**config.mk**
```make
export PLATFORM = sky130hd
export DESIGN_NAME = sac_top
export DESIGN_NICKNAME = d
export VERILOG_FILES = /design/src/rtl/sac_pkg.sv /design/src/rtl/sac_if.sv /design/src/rtl/sac_timer.sv /design/src/rtl/sac_sar.sv /design/src/rtl/sac_top.sv
export VERILOG_INCLUDE_DIRS = /design/src /design/src/rtl
export SDC_FILE = /design/constraint.sdc
export NUM_CORES = 1
export LEC_CHECK = 0
export ABC_AREA = 1
export BUFFER_PORTS_ARGS = -buffer_cell sky130_fd_sc_hd__buf_2
export CAP_MARGIN = 20
export CORE_MARGIN = 4
export CORE_UTILIZATION = 55
export DETAILED_ROUTE_END_ITERATION = 10
export PLACE_DENSITY = 0.81
export SLEW_MARGIN = 20
export SYNTH_ARGS = -nofsm -noshare
export SYNTH_HDL_FRONTEND = slang
export SYNTH_SLANG_ARGS = --single-unit
export TNS_END_PERCENT = 1
```
**constraint.sdc**
```tcl
create_clock -name sys_clk -period 3.47 [get_ports sys_clk]
set_clock_uncertainty 0.2 [all_clocks]
set_input_delay 0.347 -clock sys_clk [delete_from_list [all_inputs] [get_ports sys_clk]]
set_output_delay 0.347 -clock sys_clk [all_outputs]
set_load 0.01 [all_outputs]
```
**src/rtl/sac_map.svh**
```systemverilog
// field positions, reset values and timing counts of the converter control
`ifndef SAC_MAP_SVH
`define SAC_MAP_SVH
`define SAC_RES_W 10
`define SAC_CHAN_W 3
`define SAC_NUM_CHAN 6
`define SAC_MODE_EN_BIT 7
`define SAC_MODE_FR_MSB 5
`define SAC_MODE_FR_LSB 3
`define SAC_MODE_RST 8'h00
`define SAC_CHAN_RST 3'h0
`define SAC_CT_CODE0 8'h90
`define SAC_CT_CODE1 8'h78
`define SAC_CT_CODE2 8'h60
`define SAC_CT_CODE4 8'h48
`define SAC_CT_CODE5 8'h3c
`define SAC_CT_CODE6 8'h30
`define SAC_SAMPLE_SLOTS 4'h2
`define SAC_TOTAL_SLOTS (`SAC_RES_W + 2)
`endif

```
**src/rtl/sac_pkg.sv**
```systemverilog
// types and decode functions of the converter control
package sac_pkg;
`include "sac_map.svh"
	typedef logic [`SAC_RES_W-1:0] sac_res_t;
	typedef logic [`SAC_CHAN_W-1:0] sac_chan_t;
	typedef logic [2:0] sac_code_t;
	typedef logic [3:0] sac_idx_t;
	typedef enum logic [2:0] {
		SAC_ST_IDLE = 3'h1,
		SAC_ST_SAMPLE = 3'h2,
		SAC_ST_CONV = 3'h4
	} sac_state_t;

	// clock periods per conversion; unlisted codes fall back to the slowest time
	function automatic logic [7:0] sac_periods(input sac_code_t code);
		case (code)
			3'h0: return `SAC_CT_CODE0;
			3'h1: return `SAC_CT_CODE1;
			3'h2: return `SAC_CT_CODE2;
			3'h4: return `SAC_CT_CODE4;
			3'h5: return `SAC_CT_CODE5;
			3'h6: return `SAC_CT_CODE6;
			default: return `SAC_CT_CODE0;
		endcase
	endfunction : sac_periods

	function automatic logic [7:0] sac_step_len(input sac_code_t code);
		return sac_periods(code) / 8'(`SAC_TOTAL_SLOTS);
	endfunction : sac_step_len

	function automatic logic sac_code_bad(input sac_code_t code);
		return !(code inside {3'h0, 3'h1, 3'h2, 3'h4});
	endfunction : sac_code_bad
endpackage : sac_pkg

```
**src/rtl/sac_if.sv**
```systemverilog
// links the sequencer to its step timer and approximation register
`timescale 1ns/10ps
interface sac_if;
	import sac_pkg::*;
	logic run;
	logic restart;
	sac_code_t code;
	logic tick;
	logic sar_start;
	logic abort;
	logic cmp;
	sac_res_t sar_val;
	sac_res_t sar_final;
	logic done;
	modport timer (input run, input restart, input code, output tick);
	modport sar (input sar_start, input abort, input tick, input cmp,
		output sar_val, output sar_final, output done);
endinterface : sac_if

```
**src/rtl/sac_timer.sv**
```systemverilog
// step timer: one tick per conversion slot
`timescale 1ns/10ps
module sac_timer (
	input wire logic sys_clk,
	input wire logic resetn,
	sac_if.timer bus
);
	import sac_pkg::*;
	logic [7:0] cnt_r;
	logic [7:0] cnt_nxt;
	logic [7:0] len;
	logic wrap;

	assign len = sac_step_len(bus.code);
	assign wrap = (cnt_r == len - 8'h01);
	// restart clears the count so the first slot is always full length
	assign bus.tick = bus.run && !bus.restart && wrap;

	always_comb begin
		if (!bus.run || bus.restart || wrap) begin
			cnt_nxt = 8'h00;
		end else begin
			cnt_nxt = cnt_r + 8'h01;
		end
	end

	always_ff @(posedge sys_clk or negedge resetn) begin
		if (!resetn) begin
			cnt_r <= 8'h00;
		end else begin
			cnt_r <= cnt_nxt;
		end
	end
endmodule : sac_timer

```
**src/rtl/sac_sar.sv**
```systemverilog
// approximation register: one comparator decision per tick, msb first
`timescale 1ns/10ps
module sac_sar (
	input wire logic sys_clk,
	input wire logic resetn,
	sac_if.sar bus
);
	import sac_pkg::*;
	sac_res_t approximation_shift_reg_r;
	sac_res_t approximation_shift_reg_nxt;
	sac_idx_t idx_r;
	sac_idx_t idx_nxt;
	logic act_r;
	logic act_nxt;

	assign bus.sar_val = approximation_shift_reg_r;
	assign bus.done = act_r && bus.tick && (idx_r == 4'h0) && !bus.abort;
	always_comb begin
		bus.sar_final = approximation_shift_reg_r;
		bus.sar_final[0] = bus.cmp;
	end

	always_comb begin
		approximation_shift_reg_nxt = approximation_shift_reg_r;
		idx_nxt = idx_r;
		act_nxt = act_r;
		if (bus.abort) begin
			act_nxt = 1'b0;
		end else if (bus.sar_start) begin
			approximation_shift_reg_nxt = '0;
			approximation_shift_reg_nxt[`SAC_RES_W-1] = 1'b1;
			idx_nxt = 4'(`SAC_RES_W - 1);
			act_nxt = 1'b1;
		end else if (act_r && bus.tick) begin
			approximation_shift_reg_nxt[idx_r] = bus.cmp;
			if (idx_r == 4'h0) begin
				act_nxt = 1'b0;
			end else begin
				approximation_shift_reg_nxt[idx_r - 4'h1] = 1'b1;
				idx_nxt = idx_r - 4'h1;
			end
		end
	end

	always_ff @(posedge sys_clk or negedge resetn) begin
		if (!resetn) begin
			approximation_shift_reg_r <= '0;
			idx_r <= 4'h0;
			act_r <= 1'b0;
		end else begin
			approximation_shift_reg_r <= approximation_shift_reg_nxt;
			idx_r <= idx_nxt;
			act_r <= act_nxt;
		end
	end
endmodule : sac_sar

```
**src/rtl/sac_top.sv**
```systemverilog
// converter control: mode, channel and result registers with the conversion sequencer
// How it works
// result width is eight or ten bits; the code gives ten bits only
// standby or cleared enable halts conversion
// coinciding read gets old result, store follows
// coinciding mode or channel write wins
// software discards first result after start
// software reads results while conversion runs
// mode write never clears the done flag
// flag may reflect the previous channel
// software clears done flag before restarting
// avoid digital reads on selected shared pin
// ten-bit result, one of six inputs
// only a register write starts conversion; the code also starts one when standby falls with the enable bit set
// back-to-back conversions, interrupt after each
// decisions msb first, then transfer result
// result loaded from approximation register each end
// result read as one 16-bit word
// result register has no reset value
// input held whole conversion, resampled next
// enable bit set starts selected channel
// mode or channel write cancels and restarts
// time field picks 144/120/96/72 clocks
// channel codes 0 to 5 only
`timescale 1ns/10ps
`include "sac_map.svh"
module sac_top (
	input wire logic sys_clk,
	input wire logic resetn,
	input wire logic standby,
	input wire logic mode_wr,
	input wire logic [7:0] mode_wdata,
	input wire logic chan_wr,
	input wire logic [7:0] chan_wdata,
	input wire logic result_rd,
	input wire logic flag_clr,
	input wire logic comparator_in,
	output logic [7:0] mode_rdata,
	output logic [7:0] chan_rdata,
	output logic [15:0] result_rdata,
	output logic conversion_done_flag,
	output logic conversion_done_irq,
	output logic sample_hold,
	output logic [`SAC_NUM_CHAN-1:0] analog_input_pins_sel,
	output sac_pkg::sac_res_t tap_code,
	output logic conv_busy,
	output logic time_code_prohibited,
	output logic chan_code_prohibited
);
	import sac_pkg::*;

	sac_if u_if ();

	sac_timer u_timer (
		.sys_clk(sys_clk),
		.resetn(resetn),
		.bus(u_if)
	);

	sac_sar u_sar (
		.sys_clk(sys_clk),
		.resetn(resetn),
		.bus(u_if)
	);

	// configuration
	logic conv_enable_bit_r;
	logic conv_enable_bit_nxt;
	sac_code_t conv_time_select_r;
	sac_code_t conv_time_select_nxt;
	sac_chan_t channel_select_reg_r;
	sac_chan_t channel_select_reg_nxt;

	// sequencer
	sac_state_t state_r;
	sac_state_t state_nxt;
	logic [3:0] slot_r;
	logic [3:0] slot_nxt;
	logic restart;
	logic sar_start;
	logic go;
	logic wr_any;

	// result and flag
	sac_res_t conversion_result_reg_r;
	sac_res_t conversion_result_reg_nxt;
	sac_res_t pend_val_r;
	sac_res_t pend_val_nxt;
	logic pend_r;
	logic pend_nxt;
	logic flag_r;
	logic flag_nxt;
	logic irq_r;
	logic irq_nxt;
	logic load;
	// the result holds real data only once a conversion has been stored since reset
	logic stored_r;
	logic stored_nxt;

	// analog side
	logic sample_r;
	logic sample_nxt;
	logic [`SAC_NUM_CHAN-1:0] sel_r;
	logic [`SAC_NUM_CHAN-1:0] sel_nxt;

	assign wr_any = mode_wr || chan_wr;

	always_comb begin
		conv_enable_bit_nxt = conv_enable_bit_r;
		conv_time_select_nxt = conv_time_select_r;
		channel_select_reg_nxt = channel_select_reg_r;
		if (mode_wr) begin
			conv_enable_bit_nxt = mode_wdata[`SAC_MODE_EN_BIT];
			conv_time_select_nxt = mode_wdata[`SAC_MODE_FR_MSB:`SAC_MODE_FR_LSB];
		end
		if (chan_wr) begin
			channel_select_reg_nxt = chan_wdata[`SAC_CHAN_W-1:0];
		end
	end

	always_ff @(posedge sys_clk or negedge resetn) begin
		if (!resetn) begin
			conv_enable_bit_r <= 1'b0;
			conv_time_select_r <= 3'(`SAC_MODE_RST >> `SAC_MODE_FR_LSB);
			channel_select_reg_r <= `SAC_CHAN_RST;
		end else begin
			conv_enable_bit_r <= conv_enable_bit_nxt;
			conv_time_select_r <= conv_time_select_nxt;
			channel_select_reg_r <= channel_select_reg_nxt;
		end
	end

	// the sequencer leaves idle only while the enable bit is set and standby is low: no other trigger exists
	always_comb begin
		state_nxt = state_r;
		slot_nxt = slot_r;
		restart = 1'b0;
		sar_start = 1'b0;
		go = conv_enable_bit_nxt && !standby;
		if (!go) begin
			state_nxt = SAC_ST_IDLE;
		end else if (wr_any || state_r == SAC_ST_IDLE) begin
			state_nxt = SAC_ST_SAMPLE;
			slot_nxt = 4'h0;
			restart = 1'b1;
		end else begin
			case (state_r)
				SAC_ST_SAMPLE: begin
					if (u_if.tick) begin
						if (slot_r == `SAC_SAMPLE_SLOTS - 4'h1) begin
							state_nxt = SAC_ST_CONV;
							sar_start = 1'b1;
							slot_nxt = 4'h0;
						end else begin
							slot_nxt = slot_r + 4'h1;
						end
					end
				end
				SAC_ST_CONV: begin
					if (u_if.done) begin
						state_nxt = SAC_ST_SAMPLE;
						slot_nxt = 4'h0;
					end
				end
				default: begin
					state_nxt = SAC_ST_IDLE;
				end
			endcase
		end
	end

	always_ff @(posedge sys_clk or negedge resetn) begin
		if (!resetn) begin
			state_r <= SAC_ST_IDLE;
			slot_r <= 4'h0;
		end else begin
			state_r <= state_nxt;
			slot_r <= slot_nxt;
		end
	end

	assign u_if.run = (state_r != SAC_ST_IDLE);
	assign u_if.restart = restart;
	assign u_if.code = conv_time_select_r;
	assign u_if.sar_start = sar_start;
	// a write in the finishing cycle aborts the approximation, so done never fires then
	assign u_if.abort = restart || !go;
	assign u_if.cmp = comparator_in;
	assign load = u_if.done;

	always_comb begin
		conversion_result_reg_nxt = conversion_result_reg_r;
		pend_val_nxt = pend_val_r;
		pend_nxt = 1'b0;
		if (pend_r) begin
			conversion_result_reg_nxt = pend_val_r;
		end
		if (load) begin
			if (result_rd) begin
				pend_nxt = 1'b1;
				pend_val_nxt = u_if.sar_final;
			end else begin
				conversion_result_reg_nxt = u_if.sar_final;
			end
		end
		// set wins over a clear in the same cycle; mode writes leave it alone
		if (load) begin
			flag_nxt = 1'b1;
		end else if (flag_clr) begin
			flag_nxt = 1'b0;
		end else begin
			flag_nxt = flag_r;
		end
		irq_nxt = load;
		stored_nxt = stored_r || load;
	end

	// no reset here: contents are undefined until the first conversion lands
	always_ff @(posedge sys_clk) begin
		conversion_result_reg_r <= conversion_result_reg_nxt;
		pend_val_r <= pend_val_nxt;
	end

	always_ff @(posedge sys_clk or negedge resetn) begin
		if (!resetn) begin
			pend_r <= 1'b0;
			flag_r <= 1'b0;
			irq_r <= 1'b0;
			stored_r <= 1'b0;
		end else begin
			pend_r <= pend_nxt;
			flag_r <= flag_nxt;
			irq_r <= irq_nxt;
			stored_r <= stored_nxt;
		end
	end

	genvar gi;
	generate
		for (gi = 0; gi < `SAC_NUM_CHAN; gi++) begin : g_sel
			assign sel_nxt[gi] = (state_nxt != SAC_ST_IDLE)
				&& (channel_select_reg_nxt == `SAC_CHAN_W'(gi));
		end
	endgenerate

	assign sample_nxt = (state_nxt == SAC_ST_SAMPLE);

	always_ff @(posedge sys_clk or negedge resetn) begin
		if (!resetn) begin
			sample_r <= 1'b0;
			sel_r <= '0;
		end else begin
			sample_r <= sample_nxt;
			sel_r <= sel_nxt;
		end
	end

	assign mode_rdata = {conv_enable_bit_r, 1'b0, conv_time_select_r, 3'h0};
	assign chan_rdata = {{(8-`SAC_CHAN_W){1'b0}}, channel_select_reg_r};
	assign result_rdata = {{(16-`SAC_RES_W){1'b0}}, conversion_result_reg_r};
	assign conversion_done_flag = flag_r;
	assign conversion_done_irq = irq_r;
	assign sample_hold = sample_r;
	assign analog_input_pins_sel = sel_r;
	assign tap_code = u_if.sar_val;
	assign conv_busy = (state_r != SAC_ST_IDLE);
	assign time_code_prohibited = sac_code_bad(conv_time_select_r);
	assign chan_code_prohibited = (channel_select_reg_r >= `SAC_CHAN_W'(`SAC_NUM_CHAN));
endmodule : sac_top

```
==> metrics, run 1 <==
power per cell area 416.2 nW/um2; CTS Buf Count 9; CP max FO 20; # rows 29; leakage 1.879 nW; Total GRT Usage 19.06%; post_cts resized 0; die area 7893 um2; setup tns final 0 ns; routability congestion estimate from global placement 0.8564; Fin. Hold Viols 0; Post-CTS Hold Fix Bufs 2; Die X 88.85 um; Hold WC Path Type in2reg; Worst Path Required 3.55 ns; Yosys cell types 44; Post-CTS Setup Inserts 0; io pins 78; max-slew violations 0; Worst-path clk slew 0.07 ns; mapped cell area 3595 um2; total length of routed wires 6687 um; largest net degree at the start of global routing 48; ANT nets after route 0; CP Data Arrival Time 2.90 ns; CTS root buf clkbuf_8; initial antenna violation count 0; FF/Latch Area 1678 um2; gr ovfl total 0; Post-DP HPWL 4876 um; Area Growth Syn to Fin 13.05%; asr flop ratio synth 70.15%; yosys warns 0; Worst Tran Pin Value 0.5875 ns; htree depth 3; status finished, final reports clean; vias per cell 5.065; Diodes inserted 0; global-route wire length before repair 11710 um; Clk Latency, worst-skew pair 0.35 ns; peak supply drop 0.0002666 V; vias in the first global route 2620; RSZ-0062 raised after global routing no; Multi-input gate area 1610 um2; final setup fails 0; min cycle time layout 2.819 ns; CP endpoint kind flop; CP startpoint kind flop; Post-synth EDFFs 10; layout cells sized above 1 25.05%; Core Area 6350 um2; TritonCTS clock tree done; Max clock buf depth 2; synthesized flop and latch total 67; slew margin rel. 60.84%; CTS sink cnt 67; sequential fraction of the synthesis area 46.68%; Starting DRT DRC Count 138; # fillers 537; Chip Height 88.85 um; total power 1.691 mW; Layout Nets 491; Wirelength per Cell 12.38 um; synthesized area per cell 8.964 um2; port bufs 53; DRC Markers 0; Initial Util 56.61%; kind of critical path reg2reg; Max Cap Viol 0; Synth Instances 401; Via Count 2735; drt first pass iters 4; Most used DFF post-synth dfrtp_1; Fmax 0.3547 GHz; Final period util 81.24%
## power by group
group | leakage (nW) | total [mW] | internal, mW | switching [mW]
Clock | 0.103 | 0.692 | 0.402 | 0.290
Combinational | 0.982 | 0.168 | 0.0541 | 0.114
Sequential | 0.793 | 0.831 | 0.813 | 0.0184
## placed cells by master, fill, tap and decap left out, types with 7 or more instances in the layout
cell,n
a21oi_1,10
buf_2,52
clkbuf_8,9
conb_1,15
dfrtp_1,46
dfxtp_1,10
edfxtp_1,10
ha_1,9
inv_1,38
mux2i_1,10
nand2_1,99
nand3_1,17
nand4_1,7
nor2_1,26
nor3_1,7
o21ai_0,13
o21ai_2,21
## logic make-up (layout without fill, tap and decap cells)
kind of cell / Yosys count / count (layout) / share of synthesized area [%]
simple gates: 183 / 183 / 24.61
buf+inv: 69 / 117 / 9.989
flops: 67 / 67 / 46.68
compound gates: 56 / 56 / 11.24
mux: 10 / 10 / 2.785
fa+ha+maj: 9 / 9 / 3.133
xor+xnor: 6 / 6 / 1.462
other cells: 1 / 15 / 0.1043
## layer usage
layer / GRT usage (%) / up-vias / wire length (um) / part of all wire (%)
li1: - / 1408 / - / -
met1: 24.05 / 1265 / 3009 / 45
met2: 31.85 / 53 / 3301 / 49
met3: 3.631 / 9 / 276 / 4.1
met4: 8.242 / 0 / 99 / 1.5
met5: 0 / - / 0 / 0
## cell usage after synthesis, drive strengths merged, types with 3 or more instances
| cell type | instances | share of area [%] |
|---|---|---|
| nand4 | 8 | 1.8 |
| nand3 | 23 | 4.5 |
| nor3b | 3 | 0.63 |
| xor2 | 4 | 0.97 |
| mux2i | 10 | 2.8 |
| edfxtp | 10 | 8.4 |
| ha | 9 | 3.1 |
| a21oi | 11 | 1.6 |
| dfrtp | 46 | 32 |
| o221ai | 5 | 1.2 |
| nand2 | 103 | 11 |
| nor2 | 32 | 4.2 |
| o21ai | 35 | 7.4 |
| dfxtp | 10 | 5.6 |
| nor4 | 4 | 0.70 |
| buf | 24 | 5.3 |
| inv | 43 | 4.5 |
| nor3 | 8 | 1.3 |
## worst max-delay path, cell delays in order (launching register included)
cell	delay, ns
dfrtp_1	0.44
inv_1	0.08
a21oi_1	0.15
nand2_1	0.07
ha_1	0.32
nand2_1	0.07
nand2_1	0.05
nor2_1	0.08
nand2_1	0.09
nor2_4	0.18
nand3_2	0.12
nor2_4	0.13
nand3_4	0.12
nor2_4	0.45
nand2_1	0.13
o21ai_2	0.08
## worst paths after layout
kind,startpoint,to,slack (ns),cells past startpoint
setup reg to reg,conv_time_select_r[2]$_DFFE_PN0P_,conversion_result_reg_r[7]$_DFF_P_,0.65,15
max in group asynchronous,resetn,u_sar.bus.sar_val[3]$_DFFE_PN0P_,2.32,2
hold / removal,mode_wdata[4],conv_time_select_r[1]$_DFFE_PN0P_,0.01,3
setup / recovery,conv_time_select_r[2]$_DFFE_PN0P_,conversion_result_reg_r[7]$_DFF_P_,0.65,15
min in group asynchronous,resetn,conv_enable_bit_r$_DFF_PN0_,0.35,2
hold reg to reg,u_sar.bus.sar_val[0]$_DFFE_PN0P_,u_sar.bus.sar_val[0]$_DFFE_PN0P_,0.32,2
## per-stage QoR
stage	hold slack [ns]	instance area, um2	utilization, %	cells	setup slack (ns)
global placement	0.2866	3822	60.20	521	0.6936
floorplan	-0.1486	3647	-	415	0.6444
CTS	0.00008887	4051	63.80	539	0.6455
detailed placement	0.3059	3822	60.20	521	0.6946
global route	0.006008	4064	64.00	540	0.3684
finish	0.01080	4064	64.00	540	0.6508
## sequential cells by signal, indices dropped and copies added (netlist names)
register and cells:
pend_val_r 10, slot_r 4, conversion_result_reg_r 10, conv_time_select_r 3, sample_hold 1, conversion_done_irq 1
u_timer.cnt_r 8, conv_enable_bit_r 1, u_sar.bus.sar_val 10, state_r 3, u_sar.act_r 1, u_sar.idx_r 4
conversion_done_flag 1, channel_select_reg_r 3, pend_r 1, analog_input_pins_sel 6
## final cells by class
cell class / count / area share, %
Tap cell: 77 / 2.371
Sequential cell: 67 / 41.29
Clock buffer: 11 / 3.233
Multi-Input combinational cell: 279 / 39.62
Timing Repair Buffer: 57 / 7.512
Inverter: 44 / 4.064
Clock inverter: 5 / 1.909
No activity file was read; power rests on OpenSTA's default activity.
==> run 2, diff against run 1 <==
--- a/config.mk
+++ b/config.mk
@@ -6,13 +6,13 @@
 export SDC_FILE = /design/constraint.sdc
 export NUM_CORES = 1
 export LEC_CHECK = 0
-export ABC_AREA = 1
+export ABC_AREA = 0
 export BUFFER_PORTS_ARGS = -buffer_cell sky130_fd_sc_hd__buf_2
 export CAP_MARGIN = 20
 export CORE_MARGIN = 4
-export CORE_UTILIZATION = 55
+export CORE_UTILIZATION = 49
 export DETAILED_ROUTE_END_ITERATION = 10
-export PLACE_DENSITY = 0.81
+export PLACE_DENSITY = 0.76
 export SLEW_MARGIN = 20
 export SYNTH_ARGS = -nofsm -noshare
 export SYNTH_HDL_FRONTEND = slang
==> constraint.sdc (replaced) <==
create_clock -name sys_clk -period 2.4 [get_ports sys_clk]
set_clock_uncertainty 0.2 [all_clocks]
set_input_delay 0.24 -clock sys_clk [delete_from_list [all_inputs] [get_ports sys_clk]]
set_output_delay 0.24 -clock sys_clk [all_outputs]
set_load 0.01 [all_outputs]
==> run 2 against run 1 <==
  * The flow now finishes with violations (negative setup slack)
  * Total power rose by 59%
  * Sequential power is 46% higher
  * Synthesized cell count fell by 9.2%
  * Cell area is 12% higher
  * Setup slack got worse by 0.73 ns
  * Critical path depth decreased by 6
  * Largest power group unchanged
  * Highest routed layer unchanged
==> metrics, run 2 <==
Final period util 103.3% (+22 points); status finished, violations left; TritonCTS clock tree done; total length of routed wires 8078 um (+21%); gr ovfl total 0 (unchanged); RSZ-0062 raised after global routing yes; Hold WC Path Type in2reg; Yosys cell types 67 (+52%); Layout Nets 485 (-1.2%); Most used DFF post-synth dfrtp_1; Worst-path clk slew 0.08 ns (about the same); power per cell area 591.9 nW/um2 (+42%); Fin. Hold Viols 0 (unchanged); mapped cell area 3607 um2 (+0.35%); Clk Latency, worst-skew pair 0.35 ns (about the same); Total GRT Usage 19.33% (+0.28 points); most frequent cells in the layout 53 x buf_2, 46 x dfrtp_1, 32 x buf_4; drt first pass iters 5 (+1); DRC Markers 0 (unchanged); total power 2.696 mW (+59%); Commonest cells post-synth 46 x dfrtp_1, 36 x nor2_1, 21 x a21oi_1, 21 x buf_4, 20 x nand2_1; sequential fraction of the synthesis area 46.51% (-0.16 points); Max clock buf depth 2 (unchanged); vias in the first global route 2908 (+11%); ANT nets after route 0 (unchanged); kind of critical path reg2reg; Worst Path Required 2.44 ns (-1.11 ns); internal power 2.005 mW (+58%); # rows 31 (+6.9%); setup tns final -0.6232 ns (-0.6232 ns); CTS root buf clkbuf_8; Clk pwr share 41.1% (+0.2 points); Post-DP HPWL 5574 um (+14%); die area 8798 um2 (+11%); Die X 93.80 um (+5.6%); asr flop ratio synth 70.15% (unchanged); max-slew violations 0 (unchanged); Chip Height 93.80 um (+5.6%); leakage 2.101 nW (+12%); port bufs 53 (unchanged); global-route wire length before repair 13570 um (+16%); Diodes inserted 0 (unchanged); Worst Tran Pin Value 0.5996 ns (+0.01210 ns); synthesized flop and latch total 67 (unchanged); CP Data Arrival Time 2.51 ns (-0.39 ns); initial antenna violation count 0 (unchanged); io pins 78 (unchanged); synthesized area per cell 9.910 um2 (+11%); Fmax 0.4034 GHz (+14%); htree depth 3 (unchanged); Starting DRT DRC Count 195 (+41%); Max Cap Viol 0 (unchanged); # fillers 634 (+18%); final setup margin -0.07888 ns (-0.7297 ns); CP max FO 6 (-70%); vias per cell 5.273 (+4.1%); post-synth top area cell dfrtp_1; most frequent cell after synthesis dfrtp_1; Area Growth Syn to Fin 26.26%; final hold slack 0.05226 ns (+0.04146 ns); min cycle time layout 2.479 ns (-0.3403 ns); Synth Instances 364 (-9.2%); Initial Util 50.00% (-6.6 points); Via Count 2932 (+7.2%); largest net degree at the start of global routing 48 (unchanged); CP endpoint kind flop; layout cells sized above 1 31.95% (+6.9 points); switch share 25.61% (+0.68 points); yosys warns 0 (unchanged); Core Area 7214 um2 (+14%); violated checks negative setup slack; Flop pwr share 44.9% (-4.3 points); Synth top area share 31.91% (-0.11 points); Wirelength per Cell 14.53 um (+17%); NetSw 0.6904 mW (+64%); final setup fails 18 (+18); slew margin rel. 60.03% (-0.81 points); CTS sink cnt 67 (unchanged); synth top area cells dfrtp_1 32%, edfxtp_1 8.3%, dfxtp_1 5.5%; CP startpoint kind flop; commonest non-fill, non-tap cell in the layout buf_2; peak supply drop 0.0003266 V (+23%); Comb power frac 14.0% (+4.1 points); Post-synth EDFFs 10 (unchanged); CTS Buf Count 9 (unchanged); routability congestion estimate from global placement 0.8189 (-4.4%)
run 2: cell count changes after synthesis, sizes merged, moves of 9 or more:
cell | previous run | this run
nand2 | 103 | 21
inv | 43 | 19
o21ai | 35 | 20
a21oi | 11 | 23
nand3 | 23 | 13
and3 | 1 | 10
run 2: power groups by stage:
stage | Sequential, mW | Combinational (mW) | Clock, mW
global route | 1.22 | 0.412 | 1.17
finish | 1.21 | 0.376 | 1.11
detailed placement | 1.23 | 0.310 | 0
floorplan | 1.23 | 0.220 | 0
global placement | 1.23 | 0.301 | 0
CTS | 1.21 | 0.361 | 1.13
run 2: layer usage:
| layer | global-route usage [%] | vias to the layer above | part of all wire, % |
|---|---|---|---|
| met5 | 0 | - | 0 |
| met4 | 6.498 | 0 | 1.3 |
| li1 | - | 1446 | - |
| met1 | 24.10 | 1418 | 44 |
| met3 | 3.846 | 9 | 4.2 |
| met2 | 33.41 | 59 | 51 |
run 2: through the flow:
step | instance area, um2 | std cells | setup WS [ns] | utilization, %
2_1_floorplan | 3679 | 378 | -0.3140 | -
3_3_place_gp | 4051 | 524 | -0.1131 | 56.16
3_5_place_dp | 4051 | 524 | -0.1947 | 56.16
4_1_cts | 4491 | 553 | -0.06470 | 62.24
5_1_grt | 4554 | 556 | -0.1855 | 63.13
6_report | 4554 | 556 | -0.07888 | 63.13
run 2: final timing paths:
kind                                                         start  cells after the start                                 end  slack [ns]
worst max register to register   conv_time_select_r[2]$_DFFE_PN0P_                      9               slot_r[1]$_DFFE_PN0P_       -0.08
min in group asynchronous                                   resetn                      3               slot_r[3]$_DFFE_PN0P_        0.31
max in group asynchronous                                   resetn                      3          u_timer.cnt_r[0]$_DFF_PN0_        1.27
worst max-delay path             conv_time_select_r[2]$_DFFE_PN0P_                      9               slot_r[1]$_DFFE_PN0P_       -0.08
worst min register to register  conversion_result_reg_r[2]$_DFF_P_                      2  conversion_result_reg_r[2]$_DFF_P_        0.34
worst min-delay path                                 comparator_in                      3  conversion_result_reg_r[0]$_DFF_P_        0.05
run 2: critical path: stages, from the launching register on:
cell      delay (ns)
dfrtp_1         0.41
xor2_1          0.16
nand2b_1        0.10
ha_4            0.27
xor2_1          0.13
o211a_1         0.18
o21a_4          0.17
nand4_4         0.10
a211oi_4        0.30
mux2_4          0.33
run 2: logic make-up after synthesis:
| logic type | count (synthesis) | share of synthesized area, % |
|---|---|---|
| buf+inv | 55 | 8.637 |
| xor+xnor | 12 | 2.914 |
| simple gates | 120 | 17.90 |
| other cells | 1 | 0.1040 |
| fa+ha+maj | 9 | 3.122 |
| flops | 67 | 46.51 |
| compound gates | 81 | 15.37 |
| mux | 19 | 5.445 |
run 2: area by class of cell:
cell class                 instances  area, um2  share of cell area [%]
multi-input combinational        258       1805                   39.64
timing repair buffer              97      638.1                   14.01
clock inverter                     5      85.08                   1.868
tap                               99      123.9                   2.720
inverter                          19      71.32                   1.566
clock buffer                      11      152.6                   3.352
sequential                        67       1678                   36.84
run 2: what timing repair did:
item / CTS / global route
hold buffers: 9 / 0
endpoints found under the hold margin: 54 / 0
pin swaps: 8 / 5
gates cloned: 2 / 0
gates resized for setup: 19 / 11
setup buffers: 2 / 3
setup endpoints to repair: 35 / 46
